`config.mk`:
```
export PLATFORM = sky130hd
export DESIGN_NAME = pogd_top
export DESIGN_NICKNAME = d
export VERILOG_FILES = /design/src/rtl/pogd_top.v
export VERILOG_INCLUDE_DIRS = /design/src /design/src/rtl
export SDC_FILE = /design/constraint.sdc
export NUM_CORES = 1
export LEC_CHECK = 0
export ABC_AREA = 1
export BUFFER_PORTS_ARGS = -buffer_cell sky130_fd_sc_hd__buf_2
export CAP_MARGIN = 25
export CORE_ASPECT_RATIO = 1.75
export CORE_MARGIN = 4
export CORE_UTILIZATION = 45
export CTS_CLUSTER_DIAMETER = 60
export DETAILED_ROUTE_END_ITERATION = 10
export PLACE_DENSITY = 0.68
export SYNTH_ARGS = -nofsm -noshare
export SYNTH_HDL_FRONTEND = slang
export SYNTH_SLANG_ARGS = --single-unit
```
`constraint.sdc`:
```
create_clock -name mclk -period 4.3 [get_ports mclk]
set_clock_uncertainty 0.1 [all_clocks]
set_input_delay 1.075 -clock mclk [delete_from_list [all_inputs] [get_ports mclk]]
set_output_delay 1.075 -clock mclk [all_outputs]
set_load 0.005 [all_outputs]
```
`src/rtl/pogd_consts.vh`:
```
`ifndef POGD_CONSTS_VH
`define POGD_CONSTS_VH
// Register addresses on the serial port
`define POGD_ADDR_EXP_SYNC 7'h29
`define POGD_ADDR_OFF_LO 7'h64
`define POGD_ADDR_OFF_HI 7'h65
`define POGD_ADDR_GAIN_SEL 7'h66
`define POGD_ADDR_SLOPE 7'h67
`define POGD_ADDR_BLANK_CNT 7'h76
`define POGD_ADDR_DBL_REF 7'h79
// Reset values
`define POGD_RST_EXP_SYNC 8'h00
`define POGD_RST_OFFSET 14'h3fc3
`define POGD_RST_GAIN_SEL 8'h00
`define POGD_RST_SLOPE 8'h20
`define POGD_RST_BLANK_CNT 8'h00
`define POGD_RST_DBL_REF 8'h00
// Field positions
`define POGD_BIT_DUAL 1
`define POGD_BIT_SYNC 2
`define POGD_BIT_DOUBLE 0
`define POGD_BIT_BLACK 1
`define POGD_OFF_HI_W 6
// Converter and pixel constants
`define POGD_ADC_OFFSET 16'sh0046
`define POGD_MAX_12 16'sh0fff
`define POGD_MAX_10 16'sh03ff
`define POGD_BLACK_COLS 5'h10
// Serial frame: one write flag, seven address bits, eight data bits
`define POGD_SPI_HDR_BITS 5'h08
`define POGD_SPI_ALL_BITS 5'h10
`endif

```
`src/rtl/pogd_top.v`:
```
`timescale 1ns/1ns
`include "pogd_consts.vh"

// Pixel FIFO with registered head, so the drain side sees flop outputs
module pogd_fifo #(
  parameter WIDTH = 12,
  parameter DEPTH = 8,
  parameter AW = 3
) (
  input wire mclk,
  input wire rst_n,
  input wire ce,
  input wire in_valid,
  input wire [WIDTH-1:0] in_data,
  output reg in_ready,
  output reg out_valid,
  output reg [WIDTH-1:0] out_data,
  input wire out_ready
);
  reg [WIDTH-1:0] mem [0:DEPTH-1];
  reg [AW-1:0] wr_ptr, rd_ptr;
  reg [AW:0] count;
  wire push, pop;
  wire [AW:0] next_count;
  assign push = in_valid && in_ready;
  // Refill the head whenever it is empty or being taken
  assign pop = (count != {(AW+1){1'b0}}) && (!out_valid || out_ready);
  // Ready comes from a flop, fed by the next fill level to keep timing
  assign next_count = (push && !pop) ? count + 1'b1 :
    (pop && !push) ? count - 1'b1 : count;

  // Storage array holds no reset, pointers do
  always @(posedge mclk) begin
    if (ce && push) begin
      mem[wr_ptr] <= in_data;
    end
  end

  always @(posedge mclk or negedge rst_n) begin
    if (!rst_n) begin
      wr_ptr <= {AW{1'b0}};
      rd_ptr <= {AW{1'b0}};
      count <= {(AW+1){1'b0}};
      in_ready <= 1'b1;
      out_valid <= 1'b0;
      out_data <= {WIDTH{1'b0}};
    end else if (ce) begin
      if (push) begin
        wr_ptr <= wr_ptr + 1'b1;
      end
      if (pop) begin
        rd_ptr <= rd_ptr + 1'b1;
        out_data <= mem[rd_ptr];
        out_valid <= 1'b1;
      end else if (out_ready) begin
        out_valid <= 1'b0;
      end
      count <= next_count;
      in_ready <= (next_count != DEPTH[AW:0]);
    end
  end
endmodule

module pogd_top #(
  parameter PIX_W = 12,
  parameter FIFO_DEPTH = 8,
  parameter FIFO_AW = 3
) (
  input wire mclk,
  input wire rst_n,
  input wire ce,
  input wire spi_clk,
  input wire spi_cs_n,
  input wire spi_mosi,
  output reg spi_miso,
  input wire resolution_12bit,
  input wire xfer_pulse,
  input wire frame_in,
  input wire row_in,
  input wire pix_in_valid,
  input wire [PIX_W-1:0] pix_in_data,
  output wire pix_in_ready,
  output reg frame_valid,
  output reg line_valid,
  output reg pixel_valid,
  output reg [PIX_W-1:0] pixel_data,
  input wire pixel_ready,
  output reg [1:0] column_amp_gain,
  output reg gain_double,
  output reg [5:0] column_amp_gain_x10,
  output reg [7:0] ramp_slope,
  output reg black_ref_en,
  output reg in_dummy_row
);
  // Register storage
  reg [7:0] exposure_sync_control;
  reg [13:0] dark_level_offset;
  reg [7:0] column_amp_gain_select;
  reg [7:0] converter_ramp_slope;
  reg [7:0] blank_row_count;
  reg [7:0] gain_double_and_black_ref;
  // Serial port state
  reg sclk_d;
  reg [4:0] bit_cnt;
  reg [15:0] shift_in;
  reg [7:0] shift_out;
  // Readout timing state
  reg xfer_d, row_d, frame_d;
  reg [7:0] dummy_left;
  reg [4:0] col_cnt;
  reg signed [13:0] active_offset;
  reg [PIX_W-1:0] cond_pix;
  wire sclk_rise, sclk_fall, xfer_fire, row_rise, frame_rise;
  wire [15:0] next_shift;
  wire [PIX_W-1:0] raw_pix, fifo_data;
  wire signed [15:0] sum_pix, max_pix;
  wire fifo_valid, fifo_take;

  // Readback mux; upper offset bits above six read as zero
  function [7:0] reg_read;
    input [6:0] addr;
    begin
      case (addr)
        `POGD_ADDR_EXP_SYNC: reg_read = exposure_sync_control;
        `POGD_ADDR_OFF_LO: reg_read = dark_level_offset[7:0];
        `POGD_ADDR_OFF_HI: reg_read = {2'h0, dark_level_offset[13:8]};
        `POGD_ADDR_GAIN_SEL: reg_read = column_amp_gain_select;
        `POGD_ADDR_SLOPE: reg_read = converter_ramp_slope;
        `POGD_ADDR_BLANK_CNT: reg_read = blank_row_count;
        `POGD_ADDR_DBL_REF: reg_read = gain_double_and_black_ref;
        default: reg_read = 8'h00;
      endcase
    end
  endfunction
  // Gain in tenths: 10/12/14/16, doubled when asked
  function [5:0] gain_x10;
    input [1:0] sel;
    input dbl;
    reg [5:0] base;
    begin
      case (sel)
        2'h0: base = 6'h0a;
        2'h1: base = 6'h0c;
        2'h2: base = 6'h0e;
        2'h3: base = 6'h10;
        default: base = 6'h0a;
      endcase
      gain_x10 = dbl ? {base[4:0], 1'b0} : base;
    end
  endfunction
  // Port pins are synchronous to mclk, so plain edge detection suffices
  assign sclk_rise = spi_clk && !sclk_d;
  assign sclk_fall = !spi_clk && sclk_d;
  assign next_shift = {shift_in[14:0], spi_mosi};
  // Serial slave: write flag, address, then data, MSB first
  always @(posedge mclk or negedge rst_n) begin
    if (!rst_n) begin
      sclk_d <= 1'b0;
      bit_cnt <= 5'h00;
      shift_in <= 16'h0000;
      shift_out <= 8'h00;
      spi_miso <= 1'b0;
      exposure_sync_control <= `POGD_RST_EXP_SYNC;
      dark_level_offset <= `POGD_RST_OFFSET;
      column_amp_gain_select <= `POGD_RST_GAIN_SEL;
      converter_ramp_slope <= `POGD_RST_SLOPE;
      blank_row_count <= `POGD_RST_BLANK_CNT;
      gain_double_and_black_ref <= `POGD_RST_DBL_REF;
    end else if (ce) begin
      sclk_d <= spi_clk;
      if (spi_cs_n) begin
        // Deselect aborts any partial frame
        bit_cnt <= 5'h00;
        spi_miso <= 1'b0;
      end else if (sclk_rise && bit_cnt != `POGD_SPI_ALL_BITS) begin
        shift_in <= next_shift;
        bit_cnt <= bit_cnt + 5'h01;
        if (bit_cnt == `POGD_SPI_HDR_BITS - 5'h01) begin
          shift_out <= reg_read(next_shift[6:0]);
        end
        if (bit_cnt == `POGD_SPI_ALL_BITS - 5'h01 && next_shift[15]) begin
          case (next_shift[14:8])
            `POGD_ADDR_EXP_SYNC: exposure_sync_control <= next_shift[7:0];
            `POGD_ADDR_OFF_LO: dark_level_offset[7:0] <= next_shift[7:0];
            `POGD_ADDR_OFF_HI:
              dark_level_offset[13:8] <= next_shift[5:0];
            `POGD_ADDR_GAIN_SEL: column_amp_gain_select <= next_shift[7:0];
            `POGD_ADDR_SLOPE: converter_ramp_slope <= next_shift[7:0];
            `POGD_ADDR_BLANK_CNT: blank_row_count <= next_shift[7:0];
            `POGD_ADDR_DBL_REF:
              gain_double_and_black_ref <= next_shift[7:0];
            default: bit_cnt <= bit_cnt + 5'h01;
          endcase
        end
      end else if (sclk_fall && bit_cnt >= `POGD_SPI_HDR_BITS &&
                   bit_cnt != `POGD_SPI_ALL_BITS) begin
        // Read data shifts out on falling edges after the header
        spi_miso <= shift_out[7];
        shift_out <= {shift_out[6:0], 1'b0};
      end
    end
  end

  // Analog settings go out as registered levels
  always @(posedge mclk or negedge rst_n) begin
    if (!rst_n) begin
      column_amp_gain <= 2'h0;
      gain_double <= 1'b0;
      column_amp_gain_x10 <= 6'h0a;
      ramp_slope <= `POGD_RST_SLOPE;
      black_ref_en <= 1'b0;
    end else if (ce) begin
      column_amp_gain <= column_amp_gain_select[1:0];
      gain_double <= gain_double_and_black_ref[`POGD_BIT_DOUBLE];
      column_amp_gain_x10 <= gain_x10(column_amp_gain_select[1:0],
        gain_double_and_black_ref[`POGD_BIT_DOUBLE]);
      ramp_slope <= converter_ramp_slope;
      black_ref_en <= gain_double_and_black_ref[`POGD_BIT_BLACK];
    end
  end

  // Dummy rows only when sync bit and a nonzero count are both loaded
  assign xfer_fire = exposure_sync_control[`POGD_BIT_SYNC] &&
    (blank_row_count != 8'h00) &&
    ((xfer_pulse && !xfer_d) ||
     (exposure_sync_control[`POGD_BIT_DUAL] && !xfer_pulse && xfer_d));
  assign row_rise = row_in && !row_d;
  assign frame_rise = frame_in && !frame_d;

  // Row bookkeeping: each row period, dummy or not, is one line slot
  always @(posedge mclk or negedge rst_n) begin
    if (!rst_n) begin
      xfer_d <= 1'b0;
      row_d <= 1'b0;
      frame_d <= 1'b0;
      dummy_left <= 8'h00;
      in_dummy_row <= 1'b0;
      col_cnt <= 5'h00;
      active_offset <= `POGD_RST_OFFSET;
      frame_valid <= 1'b0;
      line_valid <= 1'b0;
    end else if (ce) begin
      xfer_d <= xfer_pulse;
      row_d <= row_in;
      frame_d <= frame_in;
      if (frame_rise) begin
        // Offset changes only between frames to keep a frame uniform
        active_offset <= dark_level_offset;
      end
      if (row_rise) begin
        col_cnt <= 5'h00;
        if (xfer_fire) begin
          // Pulse during row start: this row already counts as dummy
          in_dummy_row <= 1'b1;
          dummy_left <= blank_row_count - 8'h01;
        end else if (dummy_left != 8'h00) begin
          in_dummy_row <= 1'b1;
          dummy_left <= dummy_left - 8'h01;
        end else begin
          in_dummy_row <= 1'b0;
        end
      end else begin
        if (xfer_fire) begin
          dummy_left <= blank_row_count;
        end
        if (pix_in_valid && pix_in_ready && col_cnt != `POGD_BLACK_COLS) begin
          col_cnt <= col_cnt + 5'h01;
        end
      end
      frame_valid <= frame_in;
      line_valid <= row_in && !(row_rise ? (xfer_fire ||
        dummy_left != 8'h00) : in_dummy_row);
    end
  end

  // Black columns replace the sample, leaving only the dark level
  assign raw_pix = (black_ref_en && col_cnt < `POGD_BLACK_COLS) ?
    {PIX_W{1'b0}} : pix_in_data;
  // Signed sum: sample plus fixed 70 plus sign-extended offset
  assign sum_pix = $signed({{(16-PIX_W){1'b0}}, raw_pix}) +
    `POGD_ADC_OFFSET + {{2{active_offset[13]}}, active_offset};
  assign max_pix = resolution_12bit ? `POGD_MAX_12 : `POGD_MAX_10;

  // Clamp to the output range of the current resolution
  always @* begin
    cond_pix = sum_pix[PIX_W-1:0];
    if (sum_pix < 16'sh0000) begin
      cond_pix = {PIX_W{1'b0}};
    end else if (sum_pix > max_pix) begin
      cond_pix = max_pix[PIX_W-1:0];
    end
  end

  // Samples are dropped before the buffer while in_dummy_row is set, which lags row start by one cycle
  pogd_fifo #(
    .WIDTH(PIX_W),
    .DEPTH(FIFO_DEPTH),
    .AW(FIFO_AW)
  ) pogd_fifo_inst (
    .mclk(mclk),
    .rst_n(rst_n),
    .ce(ce),
    .in_valid(pix_in_valid && row_in && !in_dummy_row),
    .in_data(cond_pix),
    .in_ready(pix_in_ready),
    .out_valid(fifo_valid),
    .out_data(fifo_data),
    .out_ready(fifo_take)
  );
  assign fifo_take = !pixel_valid || pixel_ready;
  // Output stage keeps every outgoing strobe on a flop
  always @(posedge mclk or negedge rst_n) begin
    if (!rst_n) begin
      pixel_valid <= 1'b0;
      pixel_data <= {PIX_W{1'b0}};
    end else if (ce && fifo_take) begin
      pixel_valid <= fifo_valid;
      pixel_data <= fifo_data;
    end
  end
endmodule

```
==> flow_metrics.tcl, run 1 <==
set metrics [dict create \
    grt_util_met3 0.0192 \
    synth_nets 1460 \
    yosysTopAreaCell "dfrtp_1" \
    use_met2 0.419 \
    worstMarginPinSlew_ps 977 \
    crit_buf_inv 6 \
    synth.area.top_cells "dfrtp_1, edfxtp_1, nand2_1" \
    synth_seq_area_share 0.561 \
    drt_wl_total_um 33000 \
    power.leakage_nw 6.53 \
    start_util 0.457 \
    grt_pass1_vias 10300 \
    core-area_mm2 0.0280 \
    layoutNonFillerInstCount 1903 \
    drv_cap 0 \
    io_pins 60 \
    grt_max_degree 95 \
    h-tree-depth 1 \
    synth_cells 1404 \
    track_usage 0.214 \
    path_delay_family "simple AND/OR/NAND/NOR gates" \
    synth_cell_type_count 56 \
    crit_type "in2reg" \
    cp_slowest_stage_delay_ps 300 \
    grt_most_used_layer "met2" \
    drt_iter0_markers 505 \
    worst_skew_pair.late_latency_ps 560 \
    grt.met1_usage 0.211 \
    overflow 0 \
    synth_area_mm2 0.0128 \
    synth_seq_cells 266 \
    power_density_mw_per_mm2 472 \
    gp_congestion 0.974 \
    max_slew_margin 0.349 \
    avgSynthCellArea_um2 9.11 \
    drive_gt1_frac 0.184 \
    cp_max_fo 10 \
    nets 1567 \
    die_w_um 135 \
    clock_sinks 266 \
    cts_tree "done" \
    finalHoldViolCount 0 \
    setup_violations 0 \
    io_buffers 58 \
    final.period_utilization 0.986 \
    cp-start-kind "input port" \
    utilization 0.537 \
    fillers 2565 \
    yosysTopAreaCellShare 0.284 \
    setup_ws_ps 61.1 \
    vias 10100 \
    synth_warnings 0 \
    die-area_mm2 0.0313 \
    crit_required_ps 4560 \
    status "finished clean" \
    drcViolationCount 0 \
    dp.cells 1853 \
    dr.pass1.iters 5 \
    viasPerCell 5.29 \
    antenna_found_initial 0 \
    cts.clk_slew.worst_paths_ps 60 \
    grt_setup_unrepaired "yes" \
    setup_tns_ps 0 \
    arrival_ps 4500 \
    end_kind "flip-flop" \
    numCtsBuffers 25 \
    power_mw 7.09 \
    diodes 0 \
    layout_min_cycle_time_ps 4240 \
    crit_path_top_delay_cell "ha_1" \
    syn_to_final_growth_pct 17.6 \
    final_common_cell "nand2_1" \
    ant_nets 0 \
    clockRootBuffer "clkbuf_16" \
    final_cell_mix "nand2_1, o21ai_0, inv_1" \
    dieHeight_um 231 \
    pre_cts_ws_ps -511 \
    slew_viol_final 0 \
    wire_per_inst_um 17.4 \
    cts.path.max_buffers 3 \
    dp.final_hpwl_um 24100 \
    fmaxAchievable_mhz 236 \
    rows 81 \
    grt_pass1_wl_um 52700 \
    max-vdd-ir-drop_mv 0.349 \
    hold_class "reg2reg" \
]
## tightest hold or removal path: stages (launching register included)
cell,delay [ps]
dfrtp_1,340
nand2_1,50
nand2_1,50
## cell type report
class | count | area (µm²) | share of cell area
flip-flops and latches | 266 | 7170 | 0.477
multi-input cells | 925 | 5050 | 0.336
well taps | 373 | 467 | 0.0311
clock inverters | 21 | 230 | 0.0153
inverters | 167 | 633 | 0.0421
repair buffers | 126 | 856 | 0.0569
clock buffers | 25 | 626 | 0.0416
## metal layers
layer	up-vias	wire length [µm]
li1	4929	-
met1	4845	11400
met2	201	18700
met3	99	845
met4	0	2130
met5	-	0
## path summary, 6_finish.rpt
check,from,to,slack [ps],depth (start not counted)
min in group asynchronous,rst_n,pogd_fifo_inst.out_data[1],510,1
max,pix_in_data[1],pogd_fifo_inst.mem[1][0],60,32
max in group asynchronous,rst_n,active_offset[9],2740,2
min reg2reg,ramp_slope[3],ramp_slope[3],370,2
min,ramp_slope[3],ramp_slope[3],370,2
max reg2reg,black_ref_en,pogd_fifo_inst.mem[1][0],60,33
## power by group
part	internal [mW]	leakage [nW]	total [mW]	switching, mW
Combinational	0.571	3.10	1.62	1.05
Clock	1.27	0.405	2.29	1.02
Sequential	2.93	3.02	3.18	0.241
Total	4.78	6.53	7.09	2.31
## sequential cells by signal (all words and copies together) (netlist names), 2 cells and up
name                       count
dark_level_offset             14
shift_in                      15
active_offset                 14
column_amp_gain_select         8
dummy_left                     8
pixel_data                    12
exposure_sync_control          8
column_amp_gain                2
pogd_fifo_inst.wr_ptr          3
blank_row_count                8
pogd_fifo_inst.count           4
pogd_fifo_inst.out_data       12
ramp_slope                     8
shift_out                      8
bit_cnt                        5
pogd_fifo_inst.rd_ptr          3
converter_ramp_slope           8
pogd_fifo_inst.mem            96
gain_double_and_black_ref      8
column_amp_gain_x10            5
col_cnt                        5
## synth_stat cells (all sizes together)
library cell	number
fa	1
nand3b	3
nor3	18
conb	1
mux2	2
clkinv	2
a41oi	1
o21ai	206
a31oi	3
a21oi	39
edfxtp	96
buf	17
nand4	10
nor2	127
inv	165
or2	1
o22ai	25
o211ai	14
o2111ai	2
a21boi	1
clkbuf	29
nand2	329
and2	1
o31ai	5
nand3	57
xnor2	3
dfrtp	145
a21o	1
nor3b	3
o21a	1
ha	31
a32o	1
xor2	11
dfstp	25
o211a	1
a211o	1
o221ai	20
nor4	6
## cells by family after synthesis
logic type / count (synthesis) / share of synthesized area
AO/OA/AOI/OAI: 321 / 0.143
XOR/XNOR: 14 / 0.00959
adder cells (fa/ha/maj): 32 / 0.0319
buffers and inverters: 213 / 0.0659
flip-flops: 266 / 0.561
multiplexers: 2 / 0.00176
other: 1 / 0.000293
AND/OR/NAND/NOR: 555 / 0.187
## through the flow
step	instance area, µm²	hold slack (ps)
floorplan	12900	347
global placement	13900	354
detailed placement	13900	360
CTS	14800	376
global route	15000	388
finish	15000	373
## repair_timing
action	4_1_cts	5_1_grt
gates resized for setup	4	38
pin swaps	1	23
buffers inserted	0	3
hold buffers	0	0
gates cloned	0	0
endpoints found under the setup margin	80	96
Note: power is estimated with default switching activity, not from simulation.
==> run 2: changes to the inputs <==
--- a/config.mk
+++ b/config.mk
@@ -6,7 +6,6 @@
 export SDC_FILE = /design/constraint.sdc
 export NUM_CORES = 1
 export LEC_CHECK = 0
-export ABC_AREA = 1
 export BUFFER_PORTS_ARGS = -buffer_cell sky130_fd_sc_hd__buf_2
 export CAP_MARGIN = 25
 export CORE_ASPECT_RATIO = 1.75
==> run 2 against run 1 <==
Via count shrank 19%. The run now ends with setup timing left. Combinational power fell by 14%. Critical endpoint is now pogd_fifo_inst.mem[7][11]. Register-to-register slack lost 170 ps. Clock power is 2% lower. Power down 2.2%.
==> flow_metrics.tcl, run 2 <==
set metrics [dict create \
    status "complete, but fails checks" \
    violations "setup timing" \
    setup_tns_ps -3130 \
    critPathCapture "pogd_fifo_inst.mem[7][11]" \
    synth_area_mm2 0.0127 \
    fillers 2340 \
    numCtsBuffers 25 \
    yosysTopAreaCell "dfrtp_1" \
    top_register "pogd_fifo_inst.mem" \
    fmaxAchievable_mhz 226 \
    worstMarginPinSlew_ps 860 \
    drt_iter0_markers 420 \
    crit_required_ps 4450 \
    cp_max_fo 8 \
    hold_class "reg2reg" \
    syn_to_final_growth_pct 18.2 \
    diodes 0 \
    io_buffers 58 \
    avgSynthCellArea_um2 12.8 \
    clockRootBuffer "clkbuf_16" \
    synth_nets 1042 \
    die_w_um 135 \
    synth_seq_cells 266 \
    dieHeight_um 230 \
    vias 8193 \
    synth_warnings 0 \
    grt_setup_unrepaired "yes" \
    setup_violations 72 \
    utilization 0.537 \
    rows 81 \
    final_common_cell "dfrtp_1" \
    end_kind "flip-flop" \
    synth_edf_count 96 \
    cts_tree "done" \
    arrival_ps 4580 \
    async_flop_share 0.639 \
    overflow 0 \
    path_cells "buf_6 > nand4_1 > o21bai_4 > xnor2_1 > nor2_1 > ha_1 > a2111oi_4 > a2bb2oi_2 > a21o_1 > a21oi_2 > xnor2_1 > ha_1 > nand2_2 > nor4_2 > nand3_1 > nor3_1 > o2111ai_1 > a21oi_2 > buf_4 > mux2_4" \
    core-area_mm2 0.0279 \
    final_cell_mix "dfrtp_1, mux2_2, edfxtp_1" \
    cp_slowest_stage_delay_ps 340 \
    worst_skew_pair.late_latency_ps 520 \
    synth.area.top_cells "dfrtp_1, edfxtp_1, mux2_2" \
    synth_cells 986 \
    layout_min_cycle_time_ps 4420 \
    ys.flop_type "dfrtp_1" \
    gp_congestion 0.893 \
    largestRegisters "pogd_fifo_inst.mem x96, shift_in x15" \
    synth_common_cells "dfrtp_1, mux2_2, edfxtp_1" \
    drcViolationCount 0 \
    clock_sinks 266 \
    nets 1160 \
    power_density_mw_per_mm2 463 \
    grt_pass1_wl_um 45200 \
    cts.clk_slew.worst_paths_ps 60 \
    dp.final_hpwl_um 20100 \
    multiInputGateArea_mm2 0.00540 \
    dr.pass1.iters 5 \
    cts.path.max_buffers 3 \
    drv_cap 0 \
    viasPerCell 5.48 \
    setup_ws_ps -123 \
    finalHoldViolCount 0 \
    yosysMostFrequentCell "dfrtp_1" \
    grt_pass1_vias 8660 \
    die-area_mm2 0.0310 \
    synth_seq_area_share 0.566 \
    power.leakage_nw 6.36 \
    crit_path_top_delay_cell "ha_1" \
    io_pins 60 \
    track_usage 0.182 \
    register_area_mm2 0.00717 \
    ff2ff_setup_slack_ps -110 \
    h-tree-depth 1 \
    reg2reg_depth 22 \
    drt_wl_total_um 27900 \
    slew_viol_final 0 \
    grt_max_degree 110 \
    cp-start-kind "input port" \
    worstReg2RegEnd "pogd_fifo_inst.mem[7][11]" \
    start_util 0.455 \
    final.period_utilization 1.03 \
    largest_register_ffs 96 \
    max_slew_margin 0.427 \
    yosysTopAreaCellShare 0.286 \
    ant_nets 0 \
    antenna_found_initial 1 \
    r2r-start "col_cnt[4]" \
    drive_gt1_frac 0.349 \
    synth_cell_type_count 75 \
    crit_start "pix_in_data[3]" \
    crit_type "in2reg" \
    max-vdd-ir-drop_mv 0.343 \
    wire_per_inst_um 18.6 \
]
run 2: changes by cell type after synthesis, moves of 24 or more:
cell / change
nand2_1: -249
o21ai_0: -138
inv_1: -129
mux2_2: +115
nor2_1: -53
nand3_1: -36
mux4_2: +27
o21ai_1: -26
a21oi_1: +24
run 2: cells by family after synthesis:
kind of cell | share of synthesized area
flops | 0.566
simple gates | 0.0963
mux | 0.180
compound gates | 0.0854
buf+inv | 0.0238
fa+ha+maj | 0.0322
xor+xnor | 0.0166
other cells | 0.000296
run 2: layout make-up:
type | count | share of cell area
inverters | 29 | 0.00727
clock buffers | 28 | 0.0425
flip-flops and latches | 266 | 0.479
clock inverters | 17 | 0.0130
multi-input cells | 644 | 0.361
well taps | 373 | 0.0312
repair buffers | 138 | 0.0665
run 2: metal layers:
metal,up-vias,wire length (µm),global-route usage
met5,-,0,0
met4,0,1250,0.0850
met3,58,765,0.0195
met2,140,15600,0.353
met1,4115,10200,0.192
li1,3880,-,-
run 2: power by group:
group / switching [mW] / internal, mW / total, mW
logic: 0.655 / 0.742 / 1.40
registers: 0.325 / 2.96 / 3.29
clock network: 0.941 / 1.31 / 2.25
total: 1.92 / 5.01 / 6.93
run 2: worst max-delay path: cells and delay by family:
family / cells / cell delay (ps)
AND/OR/NAND/NOR: 6 / 750
adder cells (fa/ha/maj): 2 / 640
multiplexers: 1 / 340
XOR/XNOR: 2 / 220
AO/OA/AOI/OAI: 7 / 1350
buffers and inverters: 2 / 210
run 2: how the worst min path moves through the flow:
stage                                from                          to  slack, ps  depth (start not counted)
3_5_place_dp   pogd_fifo_inst.out_data[5]  pogd_fifo_inst.out_data[5]        370                          2
3_3_place_gp   pogd_fifo_inst.out_data[1]  pogd_fifo_inst.out_data[1]        360                          2
6_report       pogd_fifo_inst.out_data[0]  pogd_fifo_inst.out_data[0]        380                          2
5_1_grt        pogd_fifo_inst.out_data[0]  pogd_fifo_inst.out_data[0]        410                          2
2_1_floorplan  pogd_fifo_inst.out_data[0]  pogd_fifo_inst.out_data[0]        350                          2
4_1_cts        pogd_fifo_inst.out_data[5]  pogd_fifo_inst.out_data[5]        380                          2
run 2: metrics by stage:
| stage | hold WS [ps] | instances | total power, mW | cell area (µm²) | setup WS [ps] |
|---|---|---|---|---|---|
| final | 376 | 1495 | 6.93 | 15000 | -123 |
| after global routing | 407 | 1495 | 7.30 | 15000 | -367 |
| after CTS | 385 | 1494 | 7.01 | 14900 | -93.4 |
| after detailed placement | 370 | 1445 | 4.74 | 13900 | -767 |
| after global placement | 358 | 1444 | 4.66 | 13900 | -661 |
| after floorplan | 346 | 986 | 4.25 | 12700 | -485 |
run 2: timing repair:
item / CTS / global route
endpoints found under the setup margin: 72 / 96
resized for setup: 19 / 19
setup buffers: 4 / 1
hold buffers: 0 / 0
pin swaps: 7 / 4
hold endpoints to repair: 0 / 0
